<file path="src/hdl/alm_pkg.sv">
// Package for the alarm manager: classes, actions, register map and timing constants
package alm_pkg;
  // Alarm class codes
  typedef enum logic [1:0] {
    ALM_CLASS_OFF = 2'h0,
    ALM_CLASS_A = 2'h1,
    ALM_CLASS_B = 2'h2,
    ALM_CLASS_C = 2'h3
  } alm_class_t;
  // Alarm action codes
  typedef enum logic [1:0] {
    ALM_ACT_WARN = 2'h0,
    ALM_ACT_STOP = 2'h1,
    ALM_ACT_REDUCED = 2'h2
  } alm_action_t;
  // Register byte offsets
  localparam logic [7:0] ALM_REG_CTRL = 8'h00;
  localparam logic [7:0] ALM_REG_CFG = 8'h04;
  localparam logic [7:0] ALM_REG_DELAY = 8'h08;
  localparam logic [7:0] ALM_REG_THRESH = 8'h0c;
  localparam logic [7:0] ALM_REG_STATUS = 8'h10;
  localparam logic [7:0] ALM_REG_IRQ_STAT = 8'h14;
  localparam logic [7:0] ALM_REG_IRQ_CLR = 8'h18;
  localparam logic [7:0] ALM_REG_IRQ_EN = 8'h1c;
  localparam logic [7:0] ALM_REG_MEAS = 8'h20;
  // Control register fields
  localparam int ALM_CTRL_ACK_BIT = 0;
  localparam int ALM_CTRL_BLOCK_BIT = 1;
  localparam int ALM_CTRL_RUN_BIT = 2;
  // Config register fields
  localparam int ALM_CFG_CLASS_LSB = 0;
  localparam int ALM_CFG_ACT_LSB = 2;
  localparam int ALM_CFG_ANA_BIT = 4;
  // Status register fields
  localparam int ALM_ST_ACTIVE_BIT = 0;
  localparam int ALM_ST_CANCEL_BIT = 1;
  localparam int ALM_ST_ACKED_BIT = 2;
  localparam int ALM_ST_BLOCKED_BIT = 3;
  localparam int ALM_ST_STOP_BIT = 4;
  localparam int ALM_ST_REDUCED_BIT = 5;
  localparam int ALM_ST_WARN_BIT = 6;
  // Interrupt event bits
  localparam int ALM_EV_RAISE_BIT = 0;
  localparam int ALM_EV_CANCEL_BIT = 1;
  localparam int ALM_EV_CLEAR_BIT = 2;
  localparam int ALM_EV_W = 3;
  // Reset values: supply fan alarm is class B, stop action, digital source
  localparam logic [1:0] ALM_CLASS_RST = 2'h2;
  localparam logic [1:0] ALM_ACT_RST = 2'h1;
  // Onset delay of the supply fan alarm
  localparam int ALM_DELAY_S = 120;
  localparam longint ALM_CLK_HZ = 20000000;
  localparam longint ALM_DELAY_CYC = ALM_DELAY_S * ALM_CLK_HZ;
  localparam int ALM_TIMER_W = 32;
endpackage : alm_pkg

</file>
<file path="src/hdl/alm_manager.sv">
// Supply fan malfunction alarm supervision with APB register access
`timescale 1ns/1ns
`default_nettype none
module alm_manager #(
  parameter longint DELAY_CYC = alm_pkg::ALM_DELAY_CYC,
  parameter int MEAS_W = 16
) (
  input wire logic clk_sys,
  input wire logic sys_rst,
  input wire logic supply_fan_flow_input,
  input wire logic unit_running,
  input wire logic [MEAS_W-1:0] meas_value,
  input wire logic psel,
  input wire logic penable,
  input wire logic pwrite,
  input wire logic [7:0] paddr,
  input wire logic [31:0] pwdata,
  output logic [31:0] prdata,
  output logic pready,
  output logic pslverr,
  output logic irq,
  output logic alarm_out,
  output logic stop_req,
  output logic reduced_req
);
  import alm_pkg::*;

  // Alarm life cycle states
  typedef enum logic [3:0] {
    ST_IDLE = 4'h1,
    ST_ACTIVE = 4'h2,
    ST_ACKED = 4'h4,
    ST_CANCEL = 4'h8
  } alm_state_t;

  alm_state_t state_r;
  alm_state_t state_nxt;
  logic [1:0] class_r;
  logic [1:0] action_r;
  logic ana_r;
  logic block_r;
  logic run_r;
  logic [ALM_TIMER_W-1:0] delay_r;
  logic [MEAS_W-1:0] thresh_r;
  logic [ALM_TIMER_W-1:0] onset_cnt_r;
  logic [ALM_EV_W-1:0] irq_stat_r;
  logic [ALM_EV_W-1:0] irq_en_r;
  logic [ALM_EV_W-1:0] irq_clr;
  logic [ALM_EV_W-1:0] ev;
  logic cause;
  logic onset_done;
  logic ack_pulse;
  logic latched;
  logic manual_cls;
  logic effect;
  logic wr_en;
  logic ana_cause;
  logic dig_cause;
  logic [31:0] status_word;
  logic [31:0] rd_data;
  logic addr_ok;

  // Write strobe; the access completes on the first access cycle
  assign wr_en = psel && penable && pwrite;

  // Address decode; anything off the map answers with an error
  always_comb begin
    unique case (paddr)
      ALM_REG_CTRL,
      ALM_REG_CFG,
      ALM_REG_DELAY,
      ALM_REG_THRESH,
      ALM_REG_STATUS,
      ALM_REG_IRQ_STAT,
      ALM_REG_IRQ_CLR,
      ALM_REG_IRQ_EN,
      ALM_REG_MEAS: addr_ok = 1'b1;
      default: addr_ok = 1'b0;
    endcase
  end

  // Acknowledge pulse and interrupt clear, both write-one strobes
  assign ack_pulse = wr_en && (paddr == ALM_REG_CTRL) && pwdata[ALM_CTRL_ACK_BIT];
  assign irq_clr = (wr_en && (paddr == ALM_REG_IRQ_CLR)) ? pwdata[ALM_EV_W-1:0] : '0;

  // Analogue cause: value strictly below threshold, no band around it
  assign ana_cause = (meas_value < thresh_r);

  // Digital cause: normally open switch still open, so no air flow
  assign dig_cause = !supply_fan_flow_input;

  // Either source counts only while supervision and the unit both run
  assign cause = run_r && unit_running && (ana_r ? ana_cause : dig_cause);

  // Onset reached, class and latch decode
  assign onset_done = (onset_cnt_r >= delay_r);
  assign manual_cls = (class_r == ALM_CLASS_A) || (class_r == ALM_CLASS_B);
  assign latched = (state_r != ST_IDLE);

  // Alarm in effect on the machine only while raised and not blocked
  assign effect = latched && !block_r;

  // Alarm class, reset to the supply fan default
  always_ff @(posedge clk_sys) begin
    if (sys_rst) begin
      class_r <= ALM_CLASS_RST;
    end else if (wr_en && paddr == ALM_REG_CFG) begin
      class_r <= pwdata[ALM_CFG_CLASS_LSB +: 2];
    end
  end

  // Alarm action, reset to stop
  always_ff @(posedge clk_sys) begin
    if (sys_rst) begin
      action_r <= ALM_ACT_RST;
    end else if (wr_en && paddr == ALM_REG_CFG) begin
      action_r <= pwdata[ALM_CFG_ACT_LSB +: 2];
    end
  end

  // Cause source select: switch or analogue value
  always_ff @(posedge clk_sys) begin
    if (sys_rst) begin
      ana_r <= 1'b0;
    end else if (wr_en && paddr == ALM_REG_CFG) begin
      ana_r <= pwdata[ALM_CFG_ANA_BIT];
    end
  end

  // Operator block flag
  always_ff @(posedge clk_sys) begin
    if (sys_rst) begin
      block_r <= 1'b0;
    end else if (wr_en && paddr == ALM_REG_CTRL) begin
      block_r <= pwdata[ALM_CTRL_BLOCK_BIT];
    end
  end

  // Supervision enable; a control write must keep it set to stay armed
  always_ff @(posedge clk_sys) begin
    if (sys_rst) begin
      run_r <= 1'b1;
    end else if (wr_en && paddr == ALM_REG_CTRL) begin
      run_r <= pwdata[ALM_CTRL_RUN_BIT];
    end
  end

  // Onset delay in clock cycles
  always_ff @(posedge clk_sys) begin
    if (sys_rst) begin
      delay_r <= DELAY_CYC[ALM_TIMER_W-1:0];
    end else if (wr_en && paddr == ALM_REG_DELAY) begin
      delay_r <= pwdata;
    end
  end

  // Analogue threshold
  always_ff @(posedge clk_sys) begin
    if (sys_rst) begin
      thresh_r <= '0;
    end else if (wr_en && paddr == ALM_REG_THRESH) begin
      thresh_r <= pwdata[MEAS_W-1:0];
    end
  end

  // Onset timer: counts while cause holds, restarts at once when it drops
  always_ff @(posedge clk_sys) begin
    if (sys_rst) begin
      onset_cnt_r <= '0;
    end else if (!cause || class_r == ALM_CLASS_OFF) begin
      onset_cnt_r <= '0;
    end else if (!onset_done) begin
      onset_cnt_r <= onset_cnt_r + 1'b1;
    end
  end

  // Alarm state transitions
  always_comb begin
    state_nxt = state_r;
    if (class_r == ALM_CLASS_OFF) begin
      state_nxt = ST_IDLE;
    end else begin
      unique case (state_r)
        ST_IDLE: begin
          if (cause && onset_done) begin
            state_nxt = ST_ACTIVE;
          end
        end
        ST_ACTIVE: begin
          if (!cause) begin
            state_nxt = manual_cls ? ST_CANCEL : ST_IDLE;
          end else if (ack_pulse && manual_cls) begin
            state_nxt = ST_ACKED;
          end
        end
        ST_ACKED: begin
          if (!cause) begin
            state_nxt = ST_IDLE;
          end
        end
        ST_CANCEL: begin
          if (cause && onset_done) begin
            state_nxt = ST_ACTIVE;
          end else if (ack_pulse) begin
            state_nxt = ST_IDLE;
          end
        end
      endcase
    end
  end

  // State register
  always_ff @(posedge clk_sys) begin
    if (sys_rst) begin
      state_r <= ST_IDLE;
    end else begin
      state_r <= state_nxt;
    end
  end

  // Raise event: alarm leaves idle straight into active
  assign ev[ALM_EV_RAISE_BIT] = (state_r == ST_IDLE) && (state_nxt == ST_ACTIVE);

  // Cancel event: cause gone while the alarm stays latched
  assign ev[ALM_EV_CANCEL_BIT] = (state_r != ST_CANCEL) && (state_nxt == ST_CANCEL);

  // Clear event: alarm back to idle by any path
  assign ev[ALM_EV_CLEAR_BIT] = (state_r != ST_IDLE) && (state_nxt == ST_IDLE);

  // Sticky status, set wins over clear
  always_ff @(posedge clk_sys) begin
    if (sys_rst) begin
      irq_stat_r <= '0;
    end else begin
      irq_stat_r <= (irq_stat_r & ~irq_clr) | ev;
    end
  end

  // Interrupt enable mask
  always_ff @(posedge clk_sys) begin
    if (sys_rst) begin
      irq_en_r <= '0;
    end else if (wr_en && paddr == ALM_REG_IRQ_EN) begin
      irq_en_r <= pwdata[ALM_EV_W-1:0];
    end
  end

  // Level interrupt from the next sticky status
  always_ff @(posedge clk_sys) begin
    if (sys_rst) begin
      irq <= 1'b0;
    end else begin
      irq <= |((irq_stat_r & ~irq_clr | ev) & irq_en_r);
    end
  end

  // Alarm indication, whatever the action
  always_ff @(posedge clk_sys) begin
    if (sys_rst) begin
      alarm_out <= 1'b0;
    end else begin
      alarm_out <= (state_nxt != ST_IDLE);
    end
  end

  // Shutdown request while raised and not blocked
  always_ff @(posedge clk_sys) begin
    if (sys_rst) begin
      stop_req <= 1'b0;
    end else begin
      stop_req <= (state_nxt != ST_IDLE) && !block_r &&
                  (action_r == ALM_ACT_STOP);
    end
  end

  // Reduced speed request while raised and not blocked
  always_ff @(posedge clk_sys) begin
    if (sys_rst) begin
      reduced_req <= 1'b0;
    end else begin
      reduced_req <= (state_nxt != ST_IDLE) && !block_r &&
                     (action_r == ALM_ACT_REDUCED);
    end
  end

  // Status word for software
  always_comb begin
    status_word = '0;
    status_word[ALM_ST_ACTIVE_BIT] = (state_r == ST_ACTIVE);
    status_word[ALM_ST_CANCEL_BIT] = (state_r == ST_CANCEL);
    status_word[ALM_ST_ACKED_BIT] = (state_r == ST_ACKED);
    status_word[ALM_ST_BLOCKED_BIT] = block_r;
    status_word[ALM_ST_STOP_BIT] = effect && (action_r == ALM_ACT_STOP);
    status_word[ALM_ST_REDUCED_BIT] = effect && (action_r == ALM_ACT_REDUCED);
    status_word[ALM_ST_WARN_BIT] = latched;
  end

  // Read data mux
  always_comb begin
    rd_data = '0;
    unique case (paddr)
      ALM_REG_CTRL: begin
        rd_data[ALM_CTRL_BLOCK_BIT] = block_r;
        rd_data[ALM_CTRL_RUN_BIT] = run_r;
      end
      ALM_REG_CFG: begin
        rd_data[ALM_CFG_CLASS_LSB +: 2] = class_r;
        rd_data[ALM_CFG_ACT_LSB +: 2] = action_r;
        rd_data[ALM_CFG_ANA_BIT] = ana_r;
      end
      ALM_REG_DELAY: rd_data = delay_r;
      ALM_REG_THRESH: rd_data[MEAS_W-1:0] = thresh_r;
      ALM_REG_STATUS: rd_data = status_word;
      ALM_REG_IRQ_STAT: rd_data[ALM_EV_W-1:0] = irq_stat_r;
      ALM_REG_IRQ_EN: rd_data[ALM_EV_W-1:0] = irq_en_r;
      ALM_REG_MEAS: rd_data[MEAS_W-1:0] = meas_value;
      default: rd_data = '0;
    endcase
  end

  // Ready one cycle after setup, so no wait states
  always_ff @(posedge clk_sys) begin
    if (sys_rst) begin
      pready <= 1'b0;
    end else begin
      pready <= psel && !penable;
    end
  end

  // Error answer for addresses off the map
  always_ff @(posedge clk_sys) begin
    if (sys_rst) begin
      pslverr <= 1'b0;
    end else begin
      pslverr <= psel && !penable && !addr_ok;
    end
  end

  // Read data captured at setup, held until the next read
  always_ff @(posedge clk_sys) begin
    if (sys_rst) begin
      prdata <= '0;
    end else if (psel && !penable && !pwrite) begin
      prdata <= rd_data;
    end
  end
endmodule : alm_manager
`default_nettype wire

</file>
<file path="config.mk">
export PLATFORM = sky130hd
export DESIGN_NAME = alm_manager
export DESIGN_NICKNAME = d
export VERILOG_FILES = /design/src/hdl/alm_pkg.sv /design/src/hdl/alm_manager.sv
export SDC_FILE = /design/constraint.sdc
export NUM_CORES = 1
export LEC_CHECK = 0
export BUFFER_PORTS_ARGS = -buffer_cell sky130_fd_sc_hd__buf_2
export CORE_UTILIZATION = 52
export DETAILED_ROUTE_END_ITERATION = 7
export PLACE_DENSITY = 0.76
export RECOVER_POWER = 100
export SETUP_SLACK_MARGIN = 0.05
export SYNTH_ARGS = -nofsm -noshare
export SYNTH_HDL_FRONTEND = slang
export SYNTH_SLANG_ARGS = --single-unit
export TNS_END_PERCENT = 30
</file>
<file path="constraint.sdc">
create_clock -name clk_sys -period 2.4 [get_ports clk_sys]
set_input_delay 0.24 -clock clk_sys [delete_from_list [all_inputs] [get_ports clk_sys]]
set_output_delay 0.24 -clock clk_sys [all_outputs]
set_load 0.02 [all_outputs]
</file>
==> results.yml, run 1 <==
final_layout:
  mostFrequentLayoutCells: "nor2_1 (109), buf_4 (101), dfxtp_1 (97)"
  final_common_cell: "nor2_1"
  antenna_cells: 0
  layout.cells.non_filler: 1235
  nNetsFinal: 1158
  design_area_mm2: 0.00958
  drive_above_1_share: 0.308
  nFillCells: 943
  syn2layout_area_growth_pct: 36.2
logic_synthesis:
  synth-xor-area-share: 0.0237
  syn_avg_cell_area_um2: 8.24
  yosysWarningCount: 0
  synth-seq-cells: 135
  post_synth_num_cell_types: 63
  synth.area.mux_share: 0.0656
  yosysTopAreaCellShare: 0.384
  synth_area_mm2: 0.00703
  synthCells: 854
  synth_largest_area_cell: "dfxtp_1"
  synth_top_family_by_area: "simple AND/OR/NAND/NOR gates"
  synthAdderAreaFrac: 0.0872
  yosysSeqAreaShare: 0.384
  synth_nets: 966
  yosys-top-cells-area: "dfxtp_1 (38%), ha_1 (8.7%), mux2i_1 (6.4%)"
  synthArstFlopShare: 0
  synth-edff-count: 0
  synth_ff_type: "dfxtp_1"
  synth_compound_area_frac: 0.152
  synth_simple_gate_area_share: 0.231
grt:
  grt_pass1_vias: 7017
  grt_overflow: 0
  grt_util_all_layers: 0.317
  grt_first_pass_wirelength_mm: 35.0
  grt_max_degree: 72
  antenna_found_initial: 0
power:
  p_total_mw: 5.19
  power.density_mw_per_mm2: 541
  power.switching_mw: 1.23
  p_sw_frac: 0.236
  ir_worst_vdd_uv: 530
  p_seq_frac: 0.436
  internal_power_mw: 3.96
  p_leak_nw: 3.75
  clkPwrFrac: 0.508
  power_frac_comb: 0.056
clocking:
  cts_root_buffer: "clkbuf_16"
  clkSinkCount: 135
  clkLatencyLatePin_ns: 0.44
  cts_inserted_buffers: 17
  clockBufferDepth: 2
  htreeDepth: 4
  path_clk_slew_ns: 0.06
  cts_tree: "yes"
  hold_buffers: 0
sta:
  period_share: 1.06
  finClkSkew_ns: 0.0135
  rsz0062_at_grt: "true"
  max_clock_freq_mhz: 391
  layout_setup_ws_ns: -0.155
  tightest_slew_ns: 1.57
  slew_violations: 72
  final_hold_viol_count: 0
  hold_slack_ns: 0.0356
  setup_violations: 31
  period_minus_slack_ns: 2.55
  slew_headroom: -0.0477
detailed_routing:
  drt-pass1-iter-count: 6
  routed_wl_mm: 22.3
  drc: 0
  ant_nets: 0
  avgViaCountPerCell: 5.91
  wl_per_cell_um: 18.0
  via_count: 7297
  initialDrtViolationCount: 603
worst_hold_path:
  hold_path_class: "input port to register"
outcome:
  violations: "capacitance limit, slew limit, setup timing"
  outcome: "finished with violations"
floorplanning:
  die_y_um: 118
  die_area_mm2: 0.0140
  coreArea_mm2: 0.0132
  initial_core_util: 0.531
  die_w_um: 118
  rows: 42
  io_pins: 101
setup_path:
  critPathLaunchType: "register"
  worstPathArrival_ns: 2.92
  path_class: "register to register"
  required_ns: 2.76
  cp-end-kind: "register"
  cp_max_fo: 8
  ff2ff_setup_slack_ns: -0.15
place:
  postPlaceCellArea_mm2: 0.00844
  io_buffer_count: 100
  gp_congestion: 0.890
  pre_cts_ws_ns: -0.210
  dp_cells: 1192
  post-dp-hpwl_mm: 14.1
job:
  drv_cap: 1
-- worst paths after layout --
kind	to	cells after the start	start
worst max register to register	onset_cnt_r[24]	11	delay_r[19]
worst min register to register	delay_r[20]	2	delay_r[20]
worst min-delay path	delay_r[23]	3	pwdata[23]
worst max-delay path	onset_cnt_r[24]	11	delay_r[19]
-- layout make-up --
class                   instances  area [um2]  share of cell area
inverters                      56         210              0.0219
well taps                     176         220              0.0230
repair buffers                216        1360               0.142
clock buffers                  20         467              0.0487
multi-input cells             620        4450               0.464
flip-flops and latches        135        2750               0.287
clock inverters                12         126              0.0132
-- cells in the mapped netlist (4+ instances only) --
cell type,n
nor3_2,4
and3_1,9
o21ai_1,8
or3_1,12
nor2_1,111
nor3_1,19
o21ai_0,26
nand3_1,22
a21o_1,4
ha_1,49
nor2b_1,4
a31oi_1,5
a21oi_1,54
and4_1,6
nand2_1,99
a211oi_1,16
clkbuf_1,31
mux2i_1,45
and2_1,9
inv_1,56
buf_2,9
xor2_1,17
o211ai_1,14
a22oi_1,16
dfxtp_1,135
nand4_1,21
-- registers in the layout, indices dropped and copies added, names as in the netlist, 2 cells and up --
name,count
irq_stat_r,3
state_r,4
thresh_r,16
delay_r,32
irq_en_r,3
prdata,32
action_r,2
onset_cnt_r,32
class_r,2
-- cell families (layout without fill, tap and decap cells) --
| group | count (synthesis) | count (layout) |
|---|---|---|
| fa+ha+maj | 49 | 49 |
| mux | 46 | 46 |
| flops | 135 | 135 |
| xor+xnor | 19 | 19 |
| compound gates | 168 | 168 |
| simple gates | 338 | 338 |
| buf+inv | 99 | 304 |
-- worst max-delay path, cell delays in order, from the launching register on --
cell,delay (ns)
dfxtp_2,0.33
inv_2,0.05
ha_4,0.22
a21oi_1,0.17
o21ai_2,0.10
a221oi_2,0.30
o21ai_1,0.12
a32oi_2,0.22
buf_4,0.26
nand3_1,0.16
or3_1,0.39
a21oi_2,0.17
-- power groups by stage --
stage	logic (mW)	registers, mW	clock network [mW]
after detailed placement	0.276	2.31	0
after CTS	0.288	2.26	2.62
after global placement	0.273	2.31	0
after floorplan	0.123	2.33	0
final	0.290	2.26	2.63
after global routing	0.309	2.26	2.74
-- per-stage QoR --
step	util	TNS (ns)
3_5_place_dp	0.637	-3.26
5_1_grt	0.723	-7.33
4_1_cts	0.722	-0.551
3_3_place_gp	0.637	-1.26
2_1_floorplan	-	0
6_report	0.723	-2.33
-- what timing repair did --
item	in CTS	in global routing
setup buffers	8	3
cloned	1	0
setup endpoints to repair	36	42
gates resized for setup	91	35
pin swaps	47	28
-- per-layer routing --
metal,track usage,part of all wire,vias up,wire [um]
met1,0.396,0.43,3474,9490
met5,0,0,-,0
met2,0.524,0.47,351,10500
met3,0.0690,0.069,76,1530
li1,-,-,3396,-
met4,0.140,0.031,0,698
Power figures use the tool's default switching activity.
==> run 2: changes to the inputs <==
--- a/config.mk
+++ b/config.mk
@@ -6,9 +6,8 @@
 export NUM_CORES = 1
 export LEC_CHECK = 0
 export BUFFER_PORTS_ARGS = -buffer_cell sky130_fd_sc_hd__buf_2
-export CORE_UTILIZATION = 52
+export CORE_UTILIZATION = 30
 export DETAILED_ROUTE_END_ITERATION = 7
-export PLACE_DENSITY = 0.76
 export RECOVER_POWER = 100
 export SETUP_SLACK_MARGIN = 0.05
 export SYNTH_ARGS = -nofsm -noshare
==> results.yml, run 2 (same netlist as run 1, synthesis figures left out) <==
outcome:
  outcome: "finished with violations"
  violations: "setup timing"
clocking:
  path_clk_slew_ns: 0.06
  cts_tree: "yes"
  cts_inserted_buffers: 17
  htreeDepth: 4
  hold_buffers: 0
  clockBufferDepth: 2
  clkLatencyLatePin_ns: 0.43
  clkSinkCount: 135
  cts_root_buffer: "clkbuf_16"
power:
  power_frac_comb: 0.057
  p_seq_frac: 0.435
  power.switching_mw: 1.19
  p_leak_nw: 3.80
  power.density_mw_per_mm2: 527
  clkPwrFrac: 0.509
  ir_worst_vdd_uv: 440
  p_sw_frac: 0.229
  internal_power_mw: 4.01
sta:
  hold_slack_ns: 0.0367
  rsz0062_at_grt: "true"
  max_clock_freq_mhz: 385
  layout_setup_ws_ns: -0.199
  slew_violations: 0
  final_hold_viol_count: 0
  slew_headroom: 0.202
  period_share: 1.08
  finClkSkew_ns: 0.00687
  period_minus_slack_ns: 2.60
  tightest_slew_ns: 1.20
  setup_violations: 25
final_layout:
  multiInputGateArea_mm2: 0.00446
  fin_util: 0.433
  nFillCells: 2274
  drive_above_1_share: 0.303
  nNetsFinal: 1179
  design_area_mm2: 0.00989
  layout.cells.non_filler: 1393
  mostFrequentLayoutCells: "buf_4 (118), dfxtp_1 (113), nor2_1 (110)"
  regArea_mm2: 0.00273
  syn2layout_area_growth_pct: 40.6
  final_common_cell: "buf_4"
  top_regs: "delay_r (32), onset_cnt_r (32), prdata (32)"
detailed_routing:
  routed_wl_mm: 21.8
  via_count: 6894
  drt-pass1-iter-count: 5
  avgViaCountPerCell: 4.95
  ant_nets: 0
  wl_per_cell_um: 15.7
  initialDrtViolationCount: 436
  drc: 0
setup_path:
  critPathLaunchType: "register"
  reg2reg_to: "onset_cnt_r[25]"
  worst_path_max_delay_cell: "or4_1"
  required_ns: 2.76
  ff2ff_setup_slack_ns: -0.20
  cp-end-kind: "register"
  cp_common_cell: "a211oi_2"
  worstPathArrival_ns: 2.96
  regToRegStartpoint: "onset_cnt_r[5]"
  cp_max_fo: 5
  reg2regPathDepth: 10
  critPathTopFamily: "simple AND/OR/NAND/NOR gates"
  path_class: "register to register"
  cp_cell_sequence: "ha_4, a211oi_2, nor2_1, a211oi_2, o21ai_2, a32oi_4, buf_12, nand4_1, or4_1, nand2_1"
  critical_path.max_stage_delay_ns: 0.57
  crit_buf_inv: 1
floorplanning:
  rows: 55
  io_pins: 101
  coreArea_mm2: 0.0228
  initial_core_util: 0.308
  die_y_um: 155
  die_area_mm2: 0.0241
  die_w_um: 155
worst_hold_path:
  hold_depth: 3
  hold_path_class: "input port to register"
  min_from: "pwdata[16]"
  worstHoldEndpoint: "delay_r[16]"
job:
  drv_cap: 0
grt:
  grt_util_met3: 0.0384
  grt_util_all_layers: 0.181
  grt_first_pass_wirelength_mm: 34.3
  top_usage_layer: "met2"
  grt_pass1_vias: 6727
  antenna_found_initial: 1
  grt_overflow: 0
  met1_usage: 0.228
  use_met2: 0.308
  grt_max_degree: 54
place:
  post-dp-hpwl_mm: 15.4
  postPlaceCellArea_mm2: 0.00875
  dp_cells: 1347
  gp_congestion: 0.826
  io_buffer_count: 100
  pre_cts_ws_ns: -0.258
run 2: worst max path at each step:
stage / from / end / slack (ns) / depth (start not counted)
final: onset_cnt_r[5] / onset_cnt_r[25] / -0.20 / 10
after global routing: delay_r[5] / onset_cnt_r[25] / -0.29 / 11
after CTS: delay_r[2] / irq / -0.12 / 11
after detailed placement: delay_r[2] / reduced_req / -0.26 / 11
after global placement: delay_r[5] / stop_req / -0.22 / 11
after floorplan: delay_r[5] / onset_cnt_r[24] / 0.05 / 12
run 2: tightest hold or removal path: cells and delay by family:
kind	cells	cell delay (ns)
AO/OA/AOI/OAI	1	0.07
buffers and inverters	1	0.07
AND/OR/NAND/NOR	1	0.04
run 2: layout make-up:
class                           instances  share of cell area
Timing Repair Buffer                  237               0.153
Antenna cell                            1            0.000253
Tap cell                              313              0.0396
Multi-Input combinational cell        620               0.451
Clock inverter                          9              0.0128
Sequential cell                       135               0.276
Inverter                               56              0.0215
Clock buffer                           22              0.0459
run 2: routing by layer:
metal / vias to the layer above / part of all wire
li1: 3436 / -
met1: 3242 / 0.46
met2: 185 / 0.48
met3: 31 / 0.047
met4: 0 / 0.018
met5: - / 0
run 2: metrics by stage:
stage	total power, mW	setup TNS [ns]
3_5_place_dp	2.60	-5.03
3_3_place_gp	2.60	-3.86
6_report	5.21	-1.57
5_1_grt	5.37	-4.76
2_1_floorplan	2.45	0
4_1_cts	5.24	-0.513
run 2: what timing repair did:
item,CTS,global route
gates cloned,0,1
hold endpoints to repair,0,0
endpoints found under the setup margin,39,40
buffers inserted,5,8
gates resized for setup,54,61
pin swaps,30,35
run 2: power groups by stage:
stage / sequential, mW / clock [mW] / combinational [mW]
3_3_place_gp: 2.31 / 0 / 0.289
6_report: 2.26 / 2.65 / 0.294
3_5_place_dp: 2.31 / 0 / 0.288
4_1_cts: 2.26 / 2.68 / 0.297
5_1_grt: 2.26 / 2.79 / 0.322
2_1_floorplan: 2.33 / 0 / 0.123
